[src/pkg/mph_pkg.sv]
// Constants for the mode parameter header and block descriptor decoder.
// Assumes one 40 MHz clock and an Avalon-MM master using word addresses.
//
// Contract
// - Header byte 2 bits 6..4: 000b unbuffered, 001b buffered writing.
// - Buffered mode holds data and marks until a flush event occurs.
// - Rewind, sync filemarks, space, erase, load/unload, reverse locate flush the buffer.
// - Write delay expiry flushes; zero delay never flushes on timeout.
// - Buffered: status when data is buffered; unbuffered: when on tape.
// - Power-on transfer mode is buffered, 001b.
// - Speed field must be zero; speed never changes.
// - Descriptor length is 00h or 08h, one descriptor only.
// - Density 00h selects newest compressed format; ignored silently away from start.
// - Densities 14h, 15h, 8Ch, 90h accepted with full checking.
// - Checked density changing format away from start gives illegal request 5h.
// - Density 7Fh keeps the format and suppresses checking.
// - One format per tape; change only at logical tape start.
// - Reads follow the detected recorded format, not the selection.
// - Blank tape before any selection uses power-on default format.
// - Block count computed at load and reported; supplied count ignored.
// - Block length 0 means variable blocks; nonzero means fixed size.
// - Power-on block length is 400h bytes.
// - Maximum block length 03C000h, or 28000h with no-disconnect set.
// - Block length 28001h..03C000h clears the no-disconnect flag.
// - Block length above 03C000h gives illegal request 5h.
// - Length not multiple of 4 (or 2) disables even-boundary disconnect.
// - Truncated header, descriptor or page gives parameter list length error.
// - No-disconnect flag resets to 0; set forbids disconnect in data transfer.
package mph_pkg;
    // Register word indices (byte address is four times the index)
    localparam logic [3:0] REG_CTRL = 4'h0;
    localparam logic [3:0] REG_PLEN = 4'h1;
    localparam logic [3:0] REG_PDATA = 4'h2;
    localparam logic [3:0] REG_COMMIT = 4'h3;
    localparam logic [3:0] REG_TAPECMD = 4'h4;
    localparam logic [3:0] REG_WDELAY = 4'h5;
    localparam logic [3:0] REG_STATUS = 4'h6;
    localparam logic [3:0] REG_BLKLEN = 4'h7;
    localparam logic [3:0] REG_BLKCNT = 4'h8;
    // Control register bits
    localparam int CTRL_ND_BIT = 0;
    localparam int CTRL_EBD_BIT = 1;
    localparam int CTRL_TWO_BYTE_BIT = 2;
    localparam int CTRL_PF_BIT = 3;
    // Tape command register fields
    localparam int TCMD_IMMED_BIT = 8;
    localparam int TCMD_REVERSE_BIT = 9;
    // Parameter list layout
    localparam logic [7:0] HDR_BYTES = 8'h04;
    localparam logic [7:0] DESC_END = 8'h0c;
    localparam logic [2:0] MODE_UNBUF = 3'h0;
    localparam logic [2:0] MODE_BUF = 3'h1;
    localparam logic [7:0] BDL_NONE = 8'h00;
    localparam logic [7:0] BDL_FULL = 8'h08;
    // Density codes
    localparam logic [7:0] DENS_NEWEST_NOCHK = 8'h00;
    localparam logic [7:0] DENS_FMT_A = 8'h14;
    localparam logic [7:0] DENS_FMT_B = 8'h15;
    localparam logic [7:0] DENS_NO_CHANGE = 8'h7f;
    localparam logic [7:0] DENS_NEWEST = 8'h8c;
    localparam logic [7:0] DENS_FMT_D = 8'h90;
    // Block length limits and default
    localparam logic [23:0] BLK_LEN_DEFAULT = 24'h000400;
    localparam logic [23:0] BLK_MAX_DISC = 24'h03c000;
    localparam logic [23:0] BLK_MAX_NODISC = 24'h028000;
    // Sense answers
    localparam logic [3:0] SENSE_NONE = 4'h0;
    localparam logic [3:0] SENSE_ILLEGAL = 4'h5;
    localparam logic [7:0] ASC_NONE = 8'h00;
    localparam logic [7:0] ASC_PLL_ERROR = 8'h1a;
    localparam logic [7:0] ASC_BAD_FIELD = 8'h26;
    // Opcodes that flush the write buffer (write filemarks only without immed, locate only in reverse)
    localparam logic [7:0] OP_REWIND = 8'h01;
    localparam logic [7:0] OP_WRITE_FM = 8'h10;
    localparam logic [7:0] OP_SPACE = 8'h11;
    localparam logic [7:0] OP_ERASE = 8'h19;
    localparam logic [7:0] OP_LOAD_UNLOAD = 8'h1b;
    localparam logic [7:0] OP_LOCATE = 8'h2b;
    // Write delay time base
    localparam int CLK_PERIOD_NS = 25;
    localparam int DELAY_TICK_NS = 1000000;
    localparam int DELAY_TICK_CYCLES = (DELAY_TICK_NS + CLK_PERIOD_NS - 1) / CLK_PERIOD_NS;
endpackage

[src/core/mph_mode_select.sv]
// Mode parameter header and block descriptor decoder with Avalon-MM slave.
// Assumes tape position, buffer and command events arrive synchronous to sys_clk.
`timescale 1ns/100ps
module mph_mode_select #(
    parameter int TICK_CYCLES = mph_pkg::DELAY_TICK_CYCLES,
    parameter logic [7:0] DENS_POWER_ON = mph_pkg::DENS_NEWEST
) (
    // Clock and reset
    input wire logic sys_clk,
    input wire logic rst,
    // Avalon-MM slave
    input wire logic [3:0] avs_address,
    input wire logic avs_read,
    input wire logic avs_write,
    input wire logic [31:0] avs_writedata,
    output logic [31:0] avs_readdata,
    output logic avs_waitrequest,
    // Tape and buffer status
    input wire logic logical_tape_start,
    input wire logic [7:0] tape_format,
    input wire logic tape_loaded,
    input wire logic [23:0] tape_block_count,
    input wire logic motion_threshold_hit,
    input wire logic unload_button,
    input wire logic buf_pending,
    input wire logic buf_last_block,
    input wire logic tape_last_block,
    // Settings and events toward the drive
    output logic flush_pulse,
    output logic cmd_status_pulse,
    output logic buffered_mode,
    output logic no_disconnect_flag,
    output logic even_boundary_disconnect,
    output logic variable_blocks,
    output logic [23:0] block_length,
    output logic [7:0] write_density,
    output logic [7:0] read_density
);
    import mph_pkg::*;

    function automatic logic full_check_code(input logic [7:0] code);
        full_check_code = (code == DENS_FMT_A) || (code == DENS_FMT_B) ||
                          (code == DENS_NEWEST) || (code == DENS_FMT_D);
    endfunction

    // ---------------------------------------------------------------
    // Bus slave
    // ---------------------------------------------------------------
    logic wait_reg;
    logic [31:0] rdata_reg;
    logic [31:0] rdata_next;
    logic bus_req;
    logic wr_accept;
    logic rd_capture;
    logic ctrl_wr;
    logic plen_wr;
    logic pdata_wr;
    logic commit_wr;
    logic tcmd_wr;
    logic wdelay_wr;

    assign bus_req = avs_read | avs_write;
    // One wait cycle: write takes effect where waitrequest is seen low
    assign wr_accept = avs_write & ~wait_reg;
    assign rd_capture = avs_read & wait_reg;
    assign ctrl_wr = wr_accept && (avs_address == REG_CTRL);
    assign plen_wr = wr_accept && (avs_address == REG_PLEN);
    assign pdata_wr = wr_accept && (avs_address == REG_PDATA);
    assign commit_wr = wr_accept && (avs_address == REG_COMMIT) && avs_writedata[0];
    assign tcmd_wr = wr_accept && (avs_address == REG_TAPECMD);
    assign wdelay_wr = wr_accept && (avs_address == REG_WDELAY);

    always_ff @(posedge sys_clk or posedge rst) begin
        if (rst) begin
            wait_reg <= 1'b1;
            rdata_reg <= 32'h0000_0000;
        end else begin
            wait_reg <= ~(bus_req & wait_reg);
            if (rd_capture) begin
                rdata_reg <= rdata_next;
            end
        end
    end

    assign avs_waitrequest = wait_reg;
    assign avs_readdata = rdata_reg;

    // ---------------------------------------------------------------
    // Parameter list capture
    // ---------------------------------------------------------------
    logic [7:0] pbyte_reg [DESC_END];
    logic [7:0] plen_reg;
    logic [7:0] pcnt_reg;
    logic page_format_flag_reg;
    logic two_byte_reg;

    always_ff @(posedge sys_clk or posedge rst) begin
        if (rst) begin
            plen_reg <= 8'h00;
            pcnt_reg <= 8'h00;
            for (int i = 0; i < DESC_END; i++) begin
                pbyte_reg[i] <= 8'h00;
            end
        end else if (plen_wr) begin
            plen_reg <= avs_writedata[7:0];
            pcnt_reg <= 8'h00;
        end else if (pdata_wr) begin
            // Bytes past the descriptor belong to pages handled elsewhere
            if (pcnt_reg < DESC_END) begin
                pbyte_reg[pcnt_reg[3:0]] <= avs_writedata[7:0];
            end
            if (pcnt_reg != 8'hff) begin
                pcnt_reg <= pcnt_reg + 8'h01;
            end
        end
    end

    // ---------------------------------------------------------------
    // Validation of header and descriptor
    // ---------------------------------------------------------------
    logic [2:0] f_mode;
    logic [3:0] f_speed;
    logic [7:0] f_bdl;
    logic [7:0] f_dens;
    logic [23:0] f_blen;
    logic has_desc;
    logic pll_err;
    logic field_err;
    logic dens_err;
    logic blen_err;
    logic any_err;
    logic commit_apply;
    logic blen_mid;
    logic blen_misaligned;
    logic [7:0] dens_target;
    logic [7:0] density_reg;

    assign f_mode = pbyte_reg[2][6:4];
    assign f_speed = pbyte_reg[2][3:0];
    assign f_bdl = pbyte_reg[3];
    assign f_dens = pbyte_reg[4];
    assign f_blen = {pbyte_reg[9], pbyte_reg[10], pbyte_reg[11]};
    assign has_desc = (f_bdl == BDL_FULL);
    // Short header, short descriptor or fewer bytes than declared
    assign pll_err = (plen_reg != 8'h00) && ((plen_reg < HDR_BYTES) || (pcnt_reg < plen_reg) ||
                     (has_desc && (plen_reg < DESC_END)));
    assign field_err = (f_mode != MODE_UNBUF && f_mode != MODE_BUF) ||
                       (f_speed != 4'h0) ||
                       (f_bdl != BDL_NONE && f_bdl != BDL_FULL) ||
                       (has_desc && !full_check_code(f_dens) && f_dens != DENS_NEWEST_NOCHK &&
                        f_dens != DENS_NO_CHANGE);
    assign dens_err = has_desc && full_check_code(f_dens) && !logical_tape_start &&
                      (f_dens != density_reg);
    assign blen_err = has_desc && (f_blen > BLK_MAX_DISC);
    assign any_err = pll_err | field_err | dens_err | blen_err;
    assign commit_apply = commit_wr && (plen_reg != 8'h00) && !any_err;
    assign blen_mid = (f_blen > BLK_MAX_NODISC) && (f_blen <= BLK_MAX_DISC);
    assign blen_misaligned = two_byte_reg ? f_blen[0] : (f_blen[1:0] != 2'b00);
    // 00h maps onto the newest format; 7Fh and the checked codes pass through unchanged
    assign dens_target = (f_dens == DENS_NEWEST_NOCHK) ? DENS_NEWEST : f_dens;

    // ---------------------------------------------------------------
    // Active settings
    // ---------------------------------------------------------------
    logic buffered_reg;
    logic nd_reg;
    logic ebd_reg;
    logic [23:0] blen_reg;
    logic var_reg;
    logic [7:0] rd_dens_reg;
    logic [23:0] blkcnt_reg;
    logic check_reg;
    logic [3:0] sense_reg;
    logic [7:0] asc_reg;
    logic nd_set_bad;
    logic dens_load;

    // Setting no-disconnect with a long fixed block is refused
    assign nd_set_bad = ctrl_wr && avs_writedata[CTRL_ND_BIT] && (blen_reg > BLK_MAX_NODISC);
    assign dens_load = commit_apply && has_desc && logical_tape_start &&
                       (full_check_code(f_dens) || f_dens == DENS_NEWEST_NOCHK);

    always_ff @(posedge sys_clk or posedge rst) begin
        if (rst) begin
            buffered_reg <= 1'b1;
            nd_reg <= 1'b0;
            ebd_reg <= 1'b0;
            two_byte_reg <= 1'b0;
            page_format_flag_reg <= 1'b0;
            blen_reg <= BLK_LEN_DEFAULT;
            var_reg <= 1'b0;
            density_reg <= 8'h00;
            check_reg <= 1'b0;
            sense_reg <= SENSE_NONE;
            asc_reg <= ASC_NONE;
        end else begin
            if (ctrl_wr) begin
                nd_reg <= avs_writedata[CTRL_ND_BIT] & ~nd_set_bad;
                ebd_reg <= avs_writedata[CTRL_EBD_BIT];
                two_byte_reg <= avs_writedata[CTRL_TWO_BYTE_BIT];
                page_format_flag_reg <= avs_writedata[CTRL_PF_BIT];
                check_reg <= nd_set_bad;
                sense_reg <= nd_set_bad ? SENSE_ILLEGAL : SENSE_NONE;
                asc_reg <= nd_set_bad ? ASC_BAD_FIELD : ASC_NONE;
            end
            if (commit_wr) begin
                check_reg <= any_err;
                sense_reg <= any_err ? SENSE_ILLEGAL : SENSE_NONE;
                asc_reg <= pll_err ? ASC_PLL_ERROR : (any_err ? ASC_BAD_FIELD : ASC_NONE);
            end
            if (commit_apply) begin
                buffered_reg <= (f_mode == MODE_BUF);
                if (has_desc) begin
                    blen_reg <= f_blen;
                    var_reg <= ~|f_blen;
                    if (blen_mid) begin
                        nd_reg <= 1'b0;
                    end
                    if (blen_misaligned) begin
                        ebd_reg <= 1'b0;
                    end
                end
            end
            if (dens_load) begin
                density_reg <= dens_target;
            end else if (density_reg == 8'h00) begin
                // Nothing selected yet: adopt the power-on format
                density_reg <= DENS_POWER_ON;
            end
        end
    end

    // Count and recorded format come from the tape, never from the host
    always_ff @(posedge sys_clk or posedge rst) begin
        if (rst) begin
            blkcnt_reg <= 24'h000000;
            rd_dens_reg <= 8'h00;
        end else begin
            if (tape_loaded) begin
                blkcnt_reg <= tape_block_count;
            end
            rd_dens_reg <= tape_format;
        end
    end

    // ---------------------------------------------------------------
    // Buffer flush and status timing
    // ---------------------------------------------------------------
    logic [7:0] wdelay_reg;
    logic [15:0] tick_cnt_reg;
    logic [7:0] delay_cnt_reg;
    logic tick;
    logic timer_run;
    logic timer_exp;
    logic [7:0] op_code;
    logic op_flush;
    logic flush_reg;
    logic status_reg;

    assign op_code = avs_writedata[7:0];
    assign op_flush = tcmd_wr && ((op_code == OP_REWIND) || (op_code == OP_SPACE) ||
                      (op_code == OP_ERASE) || (op_code == OP_LOAD_UNLOAD) ||
                      (op_code == OP_WRITE_FM && !avs_writedata[TCMD_IMMED_BIT]) ||
                      (op_code == OP_LOCATE && avs_writedata[TCMD_REVERSE_BIT]));
    // A zero delay keeps the timer idle, so partial buffers stay put
    assign timer_run = buffered_reg && buf_pending && (wdelay_reg != 8'h00);
    assign tick = (tick_cnt_reg == 16'(TICK_CYCLES - 1));
    assign timer_exp = timer_run && tick && (delay_cnt_reg == wdelay_reg - 8'h01);

    always_ff @(posedge sys_clk or posedge rst) begin
        if (rst) begin
            wdelay_reg <= 8'h00;
            tick_cnt_reg <= 16'h0000;
            delay_cnt_reg <= 8'h00;
            flush_reg <= 1'b0;
            status_reg <= 1'b0;
        end else begin
            if (wdelay_wr) begin
                wdelay_reg <= avs_writedata[7:0];
            end
            if (!timer_run || buf_last_block || timer_exp) begin
                tick_cnt_reg <= 16'h0000;
                delay_cnt_reg <= 8'h00;
            end else if (tick) begin
                tick_cnt_reg <= 16'h0000;
                delay_cnt_reg <= delay_cnt_reg + 8'h01;
            end else begin
                tick_cnt_reg <= tick_cnt_reg + 16'h0001;
            end
            // Held data leaves the buffer only on these events
            flush_reg <= buffered_reg && (motion_threshold_hit || unload_button ||
                         op_flush || timer_exp);
            status_reg <= buffered_reg ? buf_last_block : tape_last_block;
        end
    end

    // ---------------------------------------------------------------
    // Read mux and outputs
    // ---------------------------------------------------------------
    always_comb begin
        rdata_next = 32'h0000_0000;
        case (avs_address)
            REG_CTRL: begin
                rdata_next = {28'h0000000, page_format_flag_reg, two_byte_reg, ebd_reg, nd_reg};
            end
            REG_PLEN: begin
                rdata_next = {16'h0000, pcnt_reg, plen_reg};
            end
            REG_WDELAY: begin
                rdata_next = {24'h000000, wdelay_reg};
            end
            REG_STATUS: begin
                rdata_next = {8'h00, asc_reg, density_reg, sense_reg, check_reg, 2'b00, buffered_reg};
            end
            REG_BLKLEN: begin
                rdata_next = {8'h00, blen_reg};
            end
            REG_BLKCNT: begin
                rdata_next = {8'h00, blkcnt_reg};
            end
            default: begin
                rdata_next = 32'h0000_0000;
            end
        endcase
    end

    assign flush_pulse = flush_reg;
    assign cmd_status_pulse = status_reg;
    assign buffered_mode = buffered_reg;
    assign no_disconnect_flag = nd_reg;
    assign even_boundary_disconnect = ebd_reg;
    assign variable_blocks = var_reg;
    assign block_length = blen_reg;
    assign write_density = density_reg;
    assign read_density = rd_dens_reg;
endmodule

[config.mk]
export PLATFORM = sky130hd
export DESIGN_NAME = mph_mode_select
export DESIGN_NICKNAME = d
export VERILOG_FILES = /design/src/pkg/mph_pkg.sv /design/src/core/mph_mode_select.sv
export SDC_FILE = /design/constraint.sdc
export NUM_CORES = 1
export LEC_CHECK = 0
export BUFFER_PORTS_ARGS = -buffer_cell sky130_fd_sc_hd__clkbuf_2
export CAP_MARGIN = 15
export CELL_PAD_IN_SITES_DETAIL_PLACEMENT = 1
export CELL_PAD_IN_SITES_GLOBAL_PLACEMENT = 2
export CORE_MARGIN = 4
export CORE_UTILIZATION = 33
export CTS_CLUSTER_SIZE = 8
export DETAILED_ROUTE_END_ITERATION = 10
export MAX_ROUTING_LAYER = met4
export PLACE_DENSITY_LB_ADDON = 0.1
export SLEW_MARGIN = 25
export SYNTH_ARGS = -nofsm -noshare
export SYNTH_HDL_FRONTEND = slang
export SYNTH_SLANG_ARGS = --single-unit
export TNS_END_PERCENT = 100
[constraint.sdc]
create_clock -name sys_clk -period 5.4 [get_ports sys_clk]
set_input_delay 0.54 -clock sys_clk [delete_from_list [all_inputs] [get_ports sys_clk]]
set_output_delay 0.54 -clock sys_clk [all_outputs]
set_load 0.05 [all_outputs]
== Yosys cells after proc, flatten, opt, wreduce, memory -nomap -nowiden ==
Index checks and enable logic that the tools add are counted.
Operators by class
  $add $sub $neg: 4
  muxes and demuxes: 35
  eq/ne operators: 27
  bitwise logic cells: 13
  magnitude comparators: 10
  reductions and logical operators: 79
Operator list (number)
  24-bit case mux with 6 select lines: 1
  96-bit bitwise mux: 1
  8-bit 2-to-1 mux: 11
  24-bit by 18-bit > comparator with 1-bit output (second input constant): 3
  8-bit by 5-bit == test with 1-bit output (second input constant): 6
  1-bit logical AND: 35
  8-bit demux with 4-bit select: 1
  16-bit 2-to-1 mux: 2
  8-bit nonzero test: 4
  24-bit by 18-bit less-or-equal comparator with 1-bit output (second input constant): 1
  24-bit OR reduction: 1
  1-bit logical OR: 19
  6-bit 2-to-1 mux: 3
  16-bit by 1-bit adder with 16-bit output (second input constant): 1
  8-bit by 1-bit adder with 8-bit output (second input constant): 2
  16-bit == test (second input constant): 1
  4-bit by 3-bit == test with 1-bit output (second input constant): 4
  8-bit == test (second input constant): 2
  8-bit zero test: 2
  8-bit by 4-bit less-than comparator with 1-bit output (second input constant): 2
  1-bit 2-to-1 mux: 12
  2-bit nonzero test: 6
  4-bit by 2-bit == test with 1-bit output (second input constant): 2
  8-bit by 1-bit == test with 1-bit output (second input constant): 1
  28 further kinds: 45
Word-level totals
  bits in registers: 262
  input port bits: 79
  word-level logic and storage cells: 202
  output and inout bits: 79

== Longest topological paths before layout ==
Gate-level depths: netlist of run 1.
  depth after elaboration: 18
  mapped depth: 10
  gate-level depth less buffers: 8

== Worst setup path before layout of run 1 ==
OpenSTA, ideal clock, no wires.
  path kind: in2reg
  from: input avs_address[2]
  to: register blen_reg[11], in the netlist block_length[11]
  cell stages on the path: 7
  data required time: 5275 ps
  slack: 2589 ps
  data arrival time: 2686 ps
  setup time: 125 ps
  path buffers: 2
  cells stage by stage: or4b_4 or3_4 nor4b_4 or3b_1 buf_6 buf_12 mux2_4
Between the ends
  longest elaborated chain between the ends: 6
Ends and longest elaborated chain
  start: declaration: RTL line mph_mode_select.sv:12  | input wire logic [3:0] avs_address,
  4-bit by 2-bit == test with 1-bit output: RTL line mph_mode_select.sv:69  | assign commit_wr = wr_accept && (avs_address == REG_COMMIT) && avs_writedata[0];
  1-bit logical AND (2 in a row): RTL line mph_mode_select.sv:69
  1-bit logical AND (2 in a row): RTL line mph_mode_select.sv:156  | assign commit_apply = commit_wr && (plen_reg != 8'h00) && !any_err;
  2-bit AND reduction (no line)
  end signal: assignment: RTL line mph_mode_select.sv:214  | blen_reg <= f_blen;
  end: declaration: RTL line mph_mode_select.sv:168  | logic [23:0] blen_reg;
No other way between the ends.
A chain may end at the register's enable or synchronous reset.

== Worst setup path in the final report of run 1 ==
  from: register pbyte_reg, in the netlist f_bdl[1]
  to: register blen_reg[15], in the netlist block_length[15]
Between the ends
  longest elaborated chain between the ends: 11
  elaborated cells on any way between the ends: 22
  those cells by class: eq/ne: 2; bitwise: 3; reduce/logical: 17
Ends and longest elaborated chain
  start: declaration: RTL line mph_mode_select.sv:91  | logic [7:0] pbyte_reg [DESC_END];
  start signal: indexed assignment: RTL line mph_mode_select.sv:110  | pbyte_reg[pcnt_reg[3:0]] <= avs_writedata[7:0];
  8-bit by 4-bit == test with 1-bit output: RTL line mph_mode_select.sv:143  | assign has_desc = (f_bdl == BDL_FULL);
  1-bit logical AND (3 in a row): RTL line mph_mode_select.sv:150  | (has_desc && !full_check_code(f_dens) && f_dens != DENS_NEWEST_NOCHK &&
  1-bit logical OR: RTL line mph_mode_select.sv:149  | (f_bdl != BDL_NONE && f_bdl != BDL_FULL) ||
  1-bit OR (3 in a row): RTL line mph_mode_select.sv:155  | assign any_err = pll_err | field_err | dens_err | blen_err;
  1-bit zero test: RTL line mph_mode_select.sv:156
  1-bit logical AND: RTL line mph_mode_select.sv:156
  2-bit AND reduction (no line) *
Mark *: on every way between the ends. The rest lies on a longest branch, timed or not.

==> results of run 1 <==
==> cells by family after synthesis <==
family / synth area share (%)
AOI/OAI and AO/OA: 9.97
xor gates and xnor gates: 4.06
adders and majority gates: 2.13
buffers and inverters: 3.32
DFF: 52.9
muxes: 13.5
other: 0.0404
and+or+nand+nor: 14.0
==> area by class of cell <==
| class | instances | area share, % |
|---|---|---|
| sequential | 196 | 45.1 |
| multi-input combinational | 561 | 37.8 |
| timing repair buffer | 136 | 6.62 |
| tap | 378 | 4.35 |
| clock buffer | 17 | 3.91 |
| clock inverter | 15 | 1.47 |
| inverter | 20 | 0.725 |
==> worst max-delay path, cell delays in order, from the launching register on <==
cell and delay [ps]:
sky130_fd_sc_hd__dfrtp_1 390, sky130_fd_sc_hd__nor4_1 560, sky130_fd_sc_hd__nand3_1 330, sky130_fd_sc_hd__nor4_1 790, sky130_fd_sc_hd__or3b_1 240, sky130_fd_sc_hd__buf_4 400
sky130_fd_sc_hd__mux2_2 380
==> placed cells by master, fill, tap and decap left out, drive strengths merged, types with 4 or more instances in the layout <==
| master | n |
|---|---|
| dfrtp | 193 |
| nand4 | 19 |
| nand2b | 7 |
| nand2 | 57 |
| buf | 9 |
| a221oi | 13 |
| inv | 29 |
| a21oi | 25 |
| xnor2 | 25 |
| nand3 | 22 |
| ha | 15 |
| conb | 8 |
| o21ai | 38 |
| or3 | 8 |
| nor4b | 4 |
| and2 | 11 |
| nor3 | 13 |
| mux2i | 6 |
| and3 | 6 |
| xor2 | 18 |
| a21o | 9 |
| nor2 | 61 |
| nor2b | 6 |
| nor4 | 14 |
| a22o | 12 |
| clkbuf | 144 |
| a22oi | 14 |
| or4 | 7 |
| mux2 | 102 |
==> worst max path at each step <==
| stage | slack, ps | end | startpoint | depth (start not counted) |
|---|---|---|---|---|
| 2_1_floorplan | 2330 | asc_reg[1] | rst | 1 |
| 3_3_place_gp | 2220 | block_length[11] | avs_address[2] | 7 |
| 3_5_place_dp | 2170 | block_length[13] | f_bdl[1] | 6 |
| 4_1_cts | 2150 | block_length[15] | f_bdl[1] | 6 |
| 5_1_grt | 1860 | block_length[15] | f_bdl[1] | 6 |
| 6_report | 2190 | block_length[15] | f_bdl[1] | 6 |
==> routing by layer <==
metal	GRT usage, %	vias up	wire length, um
met1	24.6	3566	12700
met3	2.93	19	891
met2	32.3	125	14100
li1	-	3158	-
met4	4.42	0	405
met5	-	-	0
==> through the flow <==
| stage | utilization, % | setup WS, ps | hold WS [ps] | area, um^2 | power (mW) |
|---|---|---|---|---|---|
| after global routing | 39.1 | 1860 | 182 | 10900 | 3.64 |
| after CTS | 39.1 | 2150 | 189 | 10900 | 3.52 |
| after global placement | 37.0 | 2220 | 462 | 10300 | 2.17 |
| final | 39.1 | 2190 | 209 | 10900 | 3.46 |
| after floorplan | - | 2330 | 446 | 9300 | 2.01 |
| after detailed placement | 37.0 | 2170 | 470 | 10300 | 2.20 |
==> power breakdown <==
part / internal, mW / total [mW] / switching (mW)
Sequential: 1.56 / 1.68 / 0.115
Clock: 0.661 / 1.30 / 0.634
Combinational: 0.181 / 0.481 / 0.300
Total: 2.41 / 3.46 / 1.05
==> metrics.txt, run 1 <==
# TYPE chip_impl_metric gauge
chip_impl_metric{name="crit_path_max_fanout",unit=""} 26
chip_impl_metric{name="worstPathArrival",unit="ps"} 3530
chip_impl_metric{name="reg2reg_setup_slack",unit="ps"} 2190
chip_impl_metric{name="postCtsSetupRepairBufs",unit=""} 0
chip_impl_metric{name="pwr_density_cell",unit="mW/mm^2"} 318
chip_impl_info{name="synth.most_common_cell",value="sky130_fd_sc_hd__dfrtp_1"} 1
chip_impl_metric{name="drt_iter0_markers",unit=""} 334
chip_impl_metric{name="drive_gt1_share",unit="%"} 30.3
chip_impl_info{name="min_delay_worst_endpoint",value="read_density[0]"} 1
chip_impl_metric{name="via_per_inst",unit=""} 5.19
chip_impl_metric{name="number_of_flops_mapped_to_enable_cells_by_yosys",unit=""} 0
chip_impl_metric{name="timing_hold_violations_final",unit=""} 0
chip_impl_metric{name="cts_hold_buf",unit=""} 0
chip_impl_metric{name="leakage",unit="nW"} 5.09
chip_impl_metric{name="grt_remaining_overflow",unit=""} 0
chip_impl_metric{name="fill_cells",unit=""} 3079
chip_impl_metric{name="number_of_antenna_violations_at_the_first_check_in_global_routing",unit=""} 0
chip_impl_info{name="clk_root_buffer_cell",value="sky130_fd_sc_hd__clkbuf_16"} 1
chip_impl_info{name="outcome",value="completed"} 1
chip_impl_metric{name="share_of_the_synthesized_area_in_the_top_cell_type",unit="%"} 52.1
chip_impl_metric{name="num_io_pins",unit=""} 158
chip_impl_metric{name="die_area",unit="mm^2"} 0.0308
chip_impl_metric{name="grt_pass1_wl",unit="mm"} 44.8
chip_impl_metric{name="drc_errors",unit=""} 0
chip_impl_metric{name="portBuffers",unit=""} 127
chip_impl_metric{name="post_synthesis_cell_area",unit="mm^2"} 0.00927
chip_impl_metric{name="timing.final.crit_period",unit="ps"} 3210
chip_impl_metric{name="syn_inst",unit=""} 815
chip_impl_info{name="end_kind",value="register"} 1
chip_impl_metric{name="clock-skew-final",unit="ps"} 16.8
chip_impl_metric{name="start_util",unit="%"} 33.4
chip_impl_metric{name="yosys_register_bits",unit=""} 196
chip_impl_info{name="critical_path.reg2reg.startpoint",value="f_bdl[1]"} 1
chip_impl_metric{name="worst_r2r_path_depth",unit=""} 6
chip_impl_metric{name="gp_congestion",unit=""} 0.813
chip_impl_metric{name="hpwl",unit="mm"} 20.6
chip_impl_metric{name="largest_net_degree_at_the_start_of_global_routing",unit=""} 123
chip_impl_metric{name="place.detailed.instances",unit=""} 1291
chip_impl_info{name="tritoncts_clock_tree",value="built"} 1
chip_impl_info{name="r2r_end",value="block_length[15]"} 1
chip_impl_metric{name="vias_in_the_first_global_route",unit=""} 7611
chip_impl_metric{name="min_delay_path_depth",unit=""} 1
chip_impl_metric{name="antenna_violating_nets_post_route",unit=""} 0
chip_impl_metric{name="clk_latency",unit="ps"} 440
chip_impl_metric{name="post_cts_resize_count",unit=""} 0
chip_impl_info{name="grt_setup_unrepaired",value="false"} 1
chip_impl_metric{name="dieWidth",unit="um"} 176
chip_impl_info{name="timing.critical_path.from_type",value="register"} 1
chip_impl_info{name="post-synth-top-area-cell",value="sky130_fd_sc_hd__dfrtp_1"} 1
chip_impl_info{name="worst_hold_path_type",value="input pin to register"} 1
chip_impl_metric{name="fin_nets",unit=""} 1026
chip_impl_metric{name="insertedDiodeCount",unit=""} 0
chip_impl_metric{name="global_route.usage.total",unit="%"} 19.2
chip_impl_metric{name="totalNegativeSetupSlack",unit="ps"} 0
chip_impl_metric{name="synthArstFlopShare",unit="%"} 100
chip_impl_info{name="synthFlopType",value="sky130_fd_sc_hd__dfrtp_1"} 1
chip_impl_metric{name="seq_area",unit="mm^2"} 0.00491
chip_impl_metric{name="numCtsBuffers",unit=""} 17
chip_impl_metric{name="wl_per_instance",unit="um"} 21.2
chip_impl_metric{name="synth_area_per_cell",unit="um^2"} 11.4
chip_impl_metric{name="timing.final.crit_share",unit="%"} 59.4
chip_impl_info{name="hold_start",value="tape_format[0]"} 1
chip_impl_metric{name="max_freq",unit="MHz"} 312
chip_impl_metric{name="peakVddDrop",unit="uV"} 228
chip_impl_metric{name="maxCapViolCount",unit=""} 0
chip_impl_metric{name="max_slew_margin_vs_limit",unit="%"} 39.4
chip_impl_metric{name="worst-slew-pin-transition",unit="ps"} 907
chip_impl_metric{name="yosys_warnings",unit=""} 0
chip_impl_metric{name="placeableCoreArea",unit="mm^2"} 0.0278
chip_impl_metric{name="wl",unit="mm"} 28.1
chip_impl_metric{name="layout-area-overhead-vs-synth",unit="%"} 17.2
chip_impl_metric{name="combined_area_of_the_multi_input_logic_cells",unit="mm^2"} 0.00411
chip_impl_metric{name="worst-endpoint-required",unit="ps"} 5720
chip_impl_metric{name="vias",unit=""} 6868
chip_impl_metric{name="clockBufferDepth",unit=""} 2
chip_impl_metric{name="stdcell_count",unit=""} 1323
chip_impl_metric{name="fp.dieH",unit="um"} 176
chip_impl_metric{name="synth_cell_types",unit=""} 67
chip_impl_metric{name="core.rowCount",unit=""} 61
chip_impl_info{name="critPathKind",value="register to register"} 1
chip_impl_metric{name="clk_transition_reported_paths",unit="ps"} 70
chip_impl_metric{name="ys_seq_area_share",unit="%"} 52.9
chip_impl_metric{name="finalSetupViolCount",unit=""} 0
chip_impl_info{name="netlist_top_cells_count",value="sky130_fd_sc_hd__dfrtp_1 (193), sky130_fd_sc_hd__mux2_2 (90), sky130_fd_sc_hd__nor2_1 (61)"} 1
chip_impl_metric{name="cts-htree-levels",unit=""} 4
chip_impl_info{name="dominant_cells_by_area_after_synthesis",value="sky130_fd_sc_hd__dfrtp_1 (52%), sky130_fd_sc_hd__mux2_2 (11%), sky130_fd_sc_hd__nor2_1 (2.5%)"} 1
chip_impl_metric{name="sink_count",unit=""} 196
chip_impl_metric{name="drv_slew",unit=""} 0
chip_impl_metric{name="drt_pre_antenna_iters",unit=""} 4
Note: power is estimated with default switching activity, not from simulation.
==> inputs of run 2 (changes only) <==
--- a/config.mk
+++ b/config.mk
@@ -10,7 +10,7 @@
 export CELL_PAD_IN_SITES_DETAIL_PLACEMENT = 1
 export CELL_PAD_IN_SITES_GLOBAL_PLACEMENT = 2
 export CORE_MARGIN = 4
-export CORE_UTILIZATION = 33
+export CORE_UTILIZATION = 37
 export CTS_CLUSTER_SIZE = 8
 export DETAILED_ROUTE_END_ITERATION = 10
 export MAX_ROUTING_LAYER = met4
==> constraint.sdc (replaced) <==
create_clock -name sys_clk -period 3 [get_ports sys_clk]
set_input_delay 0.3 -clock sys_clk [delete_from_list [all_inputs] [get_ports sys_clk]]
set_output_delay 0.3 -clock sys_clk [all_outputs]
set_load 0.05 [all_outputs]
==> metrics.txt, run 2 (same netlist as run 1, synthesis figures left out) <==
# TYPE chip_impl_metric gauge
chip_impl_info{name="outcome",value="completed"} 1
chip_impl_metric{name="worst-slew-pin-transition",unit="ps"} 921
chip_impl_metric{name="combined_area_of_the_multi_input_logic_cells",unit="mm^2"} 0.00410
chip_impl_metric{name="worstPathArrival",unit="ps"} 3050
chip_impl_metric{name="vias_in_the_first_global_route",unit=""} 7591
chip_impl_metric{name="wl_per_instance",unit="um"} 21.3
chip_impl_metric{name="leakage",unit="nW"} 5.19
chip_impl_metric{name="globalRouteMet1Util",unit="%"} 26.7
chip_impl_metric{name="clk_transition_reported_paths",unit="ps"} 70
chip_impl_metric{name="die_area",unit="mm^2"} 0.0277
chip_impl_metric{name="layout-area-overhead-vs-synth",unit="%"} 18.5
chip_impl_metric{name="sink_count",unit=""} 196
chip_impl_metric{name="clockBufferDepth",unit=""} 2
chip_impl_metric{name="postCtsSetupRepairBufs",unit=""} 0
chip_impl_info{name="timing.critical_path.from_type",value="register"} 1
chip_impl_metric{name="min_delay_path_depth",unit=""} 2
chip_impl_metric{name="placeableCoreArea",unit="mm^2"} 0.0245
chip_impl_metric{name="number_of_antenna_violations_at_the_first_check_in_global_routing",unit=""} 0
chip_impl_metric{name="via_per_inst",unit=""} 5.45
chip_impl_metric{name="drv_slew",unit=""} 0
chip_impl_metric{name="fill_cells",unit=""} 2673
chip_impl_metric{name="num_io_pins",unit=""} 158
chip_impl_metric{name="clock-skew-final",unit="ps"} 17.6
chip_impl_info{name="clk_root_buffer_cell",value="sky130_fd_sc_hd__clkbuf_16"} 1
chip_impl_metric{name="fin_nets",unit=""} 1050
chip_impl_info{name="final_common_cell",value="sky130_fd_sc_hd__dfrtp_1"} 1
chip_impl_metric{name="fp.dieH",unit="um"} 166
chip_impl_info{name="grt_most_used_layer",value="met2"} 1
chip_impl_metric{name="numCtsBuffers",unit=""} 17
chip_impl_metric{name="gp_congestion",unit=""} 0.852
chip_impl_info{name="hold_start",value="avs_read"} 1
chip_impl_metric{name="portBuffers",unit=""} 127
chip_impl_metric{name="worst-endpoint-required",unit="ps"} 3320
chip_impl_metric{name="max_freq",unit="MHz"} 366
chip_impl_metric{name="wl",unit="mm"} 27.5
chip_impl_info{name="end_kind",value="register"} 1
chip_impl_metric{name="vias",unit=""} 7046
chip_impl_metric{name="start_util",unit="%"} 37.9
chip_impl_metric{name="drt_pre_antenna_iters",unit=""} 4
chip_impl_metric{name="timing.final.crit_period",unit="ps"} 2730
chip_impl_info{name="mostFrequentLayoutCells",value="sky130_fd_sc_hd__dfrtp_1 (193), sky130_fd_sc_hd__clkbuf_2 (127), sky130_fd_sc_hd__mux2_2 (90)"} 1
chip_impl_metric{name="grt_pass1_wl",unit="mm"} 43.8
chip_impl_metric{name="totalNegativeSetupSlack",unit="ps"} 0
chip_impl_metric{name="pwr_density_cell",unit="mW/mm^2"} 558
chip_impl_info{name="critical_path.reg2reg.startpoint",value="avs_waitrequest"} 1
chip_impl_metric{name="max_stage_delay",unit="ps"} 490
chip_impl_info{name="min_delay_worst_endpoint",value="avs_waitrequest"} 1
chip_impl_metric{name="dieWidth",unit="um"} 166
chip_impl_metric{name="core.rowCount",unit=""} 57
chip_impl_metric{name="grt_remaining_overflow",unit=""} 0
chip_impl_metric{name="globalRouteMet2Util",unit="%"} 33.7
chip_impl_metric{name="max_slew_margin_vs_limit",unit="%"} 38.6
chip_impl_metric{name="timing.final.crit_share",unit="%"} 91.0
chip_impl_info{name="crit_chain",value="or4b_4, or3_4, nor4b_4, or3b_1, buf_12, mux2_4"} 1
chip_impl_metric{name="global_route.usage.total",unit="%"} 20.6
chip_impl_metric{name="reg2reg_setup_slack",unit="ps"} 270
chip_impl_metric{name="seq_area",unit="mm^2"} 0.00491
chip_impl_info{name="grt_setup_unrepaired",value="false"} 1
chip_impl_metric{name="worst_r2r_path_depth",unit=""} 6
chip_impl_info{name="worst_hold_path_type",value="input pin to register"} 1
chip_impl_info{name="r2r_end",value="block_length[11]"} 1
chip_impl_metric{name="grt.met3_usage",unit="%"} 4.12
chip_impl_info{name="tritoncts_clock_tree",value="built"} 1
chip_impl_metric{name="hpwl",unit="mm"} 20.2
chip_impl_metric{name="timing_hold_violations_final",unit=""} 0
chip_impl_metric{name="drt_iter0_markers",unit=""} 367
chip_impl_metric{name="peakVddDrop",unit="uV"} 333
chip_impl_metric{name="cts-htree-levels",unit=""} 4
chip_impl_metric{name="drc_errors",unit=""} 0
chip_impl_info{name="critPathKind",value="register to register"} 1
chip_impl_metric{name="maxCapViolCount",unit=""} 0
chip_impl_metric{name="drive_gt1_share",unit="%"} 30.8
chip_impl_metric{name="clk_latency",unit="ps"} 450
chip_impl_metric{name="finalPower",unit="mW"} 6.13
chip_impl_metric{name="largest_net_degree_at_the_start_of_global_routing",unit=""} 122
chip_impl_metric{name="finalSetupViolCount",unit=""} 0
chip_impl_metric{name="antenna_violating_nets_post_route",unit=""} 0
chip_impl_info{name="critical-path-slowest-cell",value="sky130_fd_sc_hd__or4b_4"} 1
chip_impl_metric{name="crit_path_max_fanout",unit=""} 26
chip_impl_metric{name="insertedDiodeCount",unit=""} 0
-- run 2: what timing repair did --
| action | CTS | global route |
|---|---|---|
| hold buffers | 9 | 0 |
| hold endpoints to repair | 12 | 0 |
| setup endpoints to repair | 0 | 1 |
| resized for setup | 0 | 1 |
-- run 2: cell type report --
cell class | instances | share of cell area (%)
Clock inverter | 10 | 0.786
Sequential cell | 196 | 44.7
Inverter | 20 | 0.717
Clock buffer | 22 | 4.32
Tap cell | 324 | 3.69
Timing Repair Buffer | 160 | 8.47
Multi-Input combinational cell | 561 | 37.3
-- run 2: worst max-delay path by stage --
stage | slack, ps | startpoint | end
4_1_cts | 260 | avs_waitrequest | block_length[0]
3_3_place_gp | 190 | avs_address[3] | block_length[9]
5_1_grt | 160 | pcnt_reg[6] | block_length[0]
6_report | 270 | avs_waitrequest | block_length[11]
2_1_floorplan | 170 | rst | asc_reg[1]
3_5_place_dp | 140 | avs_address[3] | block_length[11]
-- run 2: per-stage QoR --
step,worst slack [ps],instance area [um^2],hold WS [ps],std cells,util [%]
CTS,258,11000,20.0,1293,44.9
detailed placement,144,10300,209,1252,42.2
floorplan,170,9300,331,822,-
global route,160,11000,23.2,1293,44.9
global placement,186,10300,207,1252,42.2
finish,270,11000,31.3,1293,44.9
-- run 2: critical path, delay by kind of cell, from the launching register on --
kind / cells / cell delay, ps
and+or+nand+nor: 4 / 1700
DFF: 1 / 390
muxes: 1 / 310
buffers and inverters: 1 / 200
-- run 2: per-layer routing --
layer  wire [um]  up-vias  share of wire (%)
li1            -     3208                  -
met5           0        -                  0
met1       12700     3668                 46
met3        1040       26                3.8
met2       13400      144                 49
met4         414        0                1.5
-- run 2: power breakdown --
part	switching [mW]	internal, mW	total [mW]
sequential	0.183	2.82	3.00
combinational	0.560	0.349	0.909
clock	1.07	1.15	2.22
total	1.81	4.32	6.13
==> inputs of run 3 (changes only) <==
--- a/config.mk
+++ b/config.mk
@@ -7,10 +7,10 @@
 export LEC_CHECK = 0
 export BUFFER_PORTS_ARGS = -buffer_cell sky130_fd_sc_hd__clkbuf_2
 export CAP_MARGIN = 15
-export CELL_PAD_IN_SITES_DETAIL_PLACEMENT = 1
-export CELL_PAD_IN_SITES_GLOBAL_PLACEMENT = 2
+export CELL_PAD_IN_SITES_DETAIL_PLACEMENT = 0
+export CELL_PAD_IN_SITES_GLOBAL_PLACEMENT = 1
 export CORE_MARGIN = 4
-export CORE_UTILIZATION = 37
+export CORE_UTILIZATION = 45
 export CTS_CLUSTER_SIZE = 8
 export DETAILED_ROUTE_END_ITERATION = 10
 export MAX_ROUTING_LAYER = met4
==> metrics.txt, run 3 (same netlist as run 1, synthesis figures left out) <==
# TYPE chip_impl_metric gauge
chip_impl_metric{name="layout-area-overhead-vs-synth",unit="%"} 18.4
chip_impl_metric{name="grt_remaining_overflow",unit=""} 0
chip_impl_metric{name="cts-htree-levels",unit=""} 4
chip_impl_metric{name="number_of_antenna_violations_at_the_first_check_in_global_routing",unit=""} 0
chip_impl_metric{name="global_route.usage.total",unit="%"} 23.1
chip_impl_metric{name="leakage",unit="nW"} 5.23
chip_impl_metric{name="place.detailed.instances",unit=""} 1200
chip_impl_metric{name="clk_latency",unit="ps"} 440
chip_impl_metric{name="hpwl",unit="mm"} 18.4
chip_impl_metric{name="stdcell_count",unit=""} 1241
chip_impl_metric{name="fin_hold_ws",unit="ps"} 59.9
chip_impl_metric{name="core.rowCount",unit=""} 52
chip_impl_metric{name="grt_pass1_wl",unit="mm"} 39.1
chip_impl_info{name="clk_root_buffer_cell",value="sky130_fd_sc_hd__clkbuf_16"} 1
chip_impl_metric{name="clockBufferDepth",unit=""} 2
chip_impl_metric{name="wl_per_instance",unit="um"} 20.3
chip_impl_metric{name="totalNegativeSetupSlack",unit="ps"} 0
chip_impl_metric{name="worst-slew-pin-transition",unit="ps"} 691
chip_impl_metric{name="clock-skew-final",unit="ps"} 14.9
chip_impl_info{name="critical_path.reg2reg.startpoint",value="plen_reg[3]"} 1
chip_impl_metric{name="placeableCoreArea",unit="mm^2"} 0.0202
chip_impl_metric{name="drv_slew",unit=""} 0
chip_impl_metric{name="worst-endpoint-required",unit="ps"} 3320
chip_impl_info{name="mostFrequentLayoutCells",value="sky130_fd_sc_hd__dfrtp_1 (193), sky130_fd_sc_hd__clkbuf_2 (127), sky130_fd_sc_hd__mux2_2 (90)"} 1
chip_impl_metric{name="seq_area",unit="mm^2"} 0.00491
chip_impl_metric{name="num_io_pins",unit=""} 158
chip_impl_metric{name="fp.dieH",unit="um"} 152
chip_impl_metric{name="max_freq",unit="MHz"} 371
chip_impl_metric{name="pwr_density_cell",unit="mW/mm^2"} 560
chip_impl_metric{name="max_slew_margin_vs_limit",unit="%"} 53.9
chip_impl_info{name="grt_setup_unrepaired",value="false"} 1
chip_impl_metric{name="start_util",unit="%"} 45.8
chip_impl_info{name="timing.critical_path.from_type",value="register"} 1
chip_impl_metric{name="clk_transition_reported_paths",unit="ps"} 70
chip_impl_metric{name="drt_pre_antenna_iters",unit=""} 5
chip_impl_metric{name="drive_gt1_share",unit="%"} 31.0
chip_impl_info{name="worst_hold_path_type",value="input pin to register"} 1
chip_impl_metric{name="peakVddDrop",unit="uV"} 335
chip_impl_metric{name="wl",unit="mm"} 25.2
chip_impl_metric{name="final_area",unit="mm^2"} 0.0110
chip_impl_metric{name="fin_nets",unit=""} 1052
chip_impl_metric{name="crit_path_max_fanout",unit=""} 6
chip_impl_metric{name="timing.final.crit_period",unit="ps"} 2700
chip_impl_metric{name="fill_cells",unit=""} 1792
chip_impl_metric{name="vias_in_the_first_global_route",unit=""} 6863
chip_impl_metric{name="maxCapViolCount",unit=""} 0
chip_impl_info{name="final_common_cell",value="sky130_fd_sc_hd__dfrtp_1"} 1
chip_impl_metric{name="drc_errors",unit=""} 0
chip_impl_metric{name="timing.final.crit_share",unit="%"} 89.9
chip_impl_metric{name="dieWidth",unit="um"} 152
chip_impl_info{name="crit_startpoint",value="plen_reg[3]"} 1
chip_impl_metric{name="portBuffers",unit=""} 127
chip_impl_metric{name="sink_count",unit=""} 196
chip_impl_info{name="end_kind",value="register"} 1
chip_impl_metric{name="finalSetupViolCount",unit=""} 0
chip_impl_metric{name="placed_cell_area",unit="mm^2"} 0.0103
chip_impl_metric{name="antenna_violating_nets_post_route",unit=""} 0
chip_impl_metric{name="die_area",unit="mm^2"} 0.0230
chip_impl_info{name="outcome",value="completed"} 1
chip_impl_metric{name="insertedDiodeCount",unit=""} 0
chip_impl_metric{name="worstPathArrival",unit="ps"} 3020
chip_impl_metric{name="gp_congestion",unit=""} 0.912
chip_impl_metric{name="timing_hold_violations_final",unit=""} 0
chip_impl_metric{name="reg2reg_setup_slack",unit="ps"} 300
chip_impl_metric{name="via_per_inst",unit=""} 5.55
chip_impl_metric{name="vias",unit=""} 6890
chip_impl_metric{name="postCtsSetupRepairBufs",unit=""} 0
chip_impl_metric{name="numCtsBuffers",unit=""} 17
chip_impl_info{name="hold_start",value="avs_read"} 1
chip_impl_metric{name="largest_net_degree_at_the_start_of_global_routing",unit=""} 62
chip_impl_metric{name="combined_area_of_the_multi_input_logic_cells",unit="mm^2"} 0.00410
chip_impl_info{name="tritoncts_clock_tree",value="built"} 1
chip_impl_metric{name="drt_iter0_markers",unit=""} 382
chip_impl_info{name="critPathKind",value="register to register"} 1
chip_impl_metric{name="finalPower",unit="mW"} 6.15
-- run 3: cell types whose count changed in the layout (fill, tap and decap cells not counted), moves of 2 or more --
cell and delta:
sky130_fd_sc_hd__clkbuf_1 -2, sky130_fd_sc_hd__clkinv_2 +2, sky130_fd_sc_hd__clkbuf_8 -2, sky130_fd_sc_hd__buf_12 +2
-- run 3: repair_timing --
action / CTS / global route
hold buffers: 9 / 0
resized for setup: 0 / 0
endpoints found under the hold margin: 29 / 0
-- run 3: worst paths after layout --
kind                               endpoint  cells past startpoint
setup / recovery            block_length[3]                      9
setup reg to reg            block_length[3]                      9
hold / removal              avs_waitrequest                      2
hold reg to reg                  asc_reg[4]                      2
min in group asynchronous  cmd_status_pulse                      3
max in group asynchronous  block_length[10]                      4
-- run 3: layer usage --
| layer | wire length (um) | GRT usage [%] |
|---|---|---|
| met5 | 0 | - |
| met3 | 1350 | 4.31 |
| met2 | 11600 | 34.6 |
| met4 | 269 | 5.26 |
| met1 | 12000 | 33.1 |
-- run 3: worst max-delay path, cell delays in order (launching register included) --
cell	delay [ps]
sky130_fd_sc_hd__dfrtp_1	440
sky130_fd_sc_hd__inv_1	90
sky130_fd_sc_hd__ha_1	280
sky130_fd_sc_hd__o21a_1	120
sky130_fd_sc_hd__nor2_1	40
sky130_fd_sc_hd__o31ai_1	340
sky130_fd_sc_hd__nor4b_4	330
sky130_fd_sc_hd__or3b_1	440
sky130_fd_sc_hd__buf_4	200
sky130_fd_sc_hd__mux2_4	300
-- run 3: report_power, final --
part           total, mW  leakage [nW]  internal (mW)  switching, mW
clock               2.26         0.287           1.19           1.06
combinational      0.900          2.36          0.350          0.550
sequential          2.99          2.58           2.82          0.173
-- run 3: area by class of cell --
cell class / instances / area share (%)
clock buffers: 18 / 4.00
inverters: 20 / 0.718
well taps: 270 / 3.08
repair buffers: 162 / 8.84
multi-input cells: 561 / 37.3
flip-flops and latches: 196 / 44.7
clock inverters: 14 / 1.32
-- run 3: metrics by stage --
stage	setup WS [ps]	utilization [%]
finish	304	54.3
global route	204	54.3
CTS	326	54.2
detailed placement	186	50.9
global placement	217	50.9
floorplan	170	-
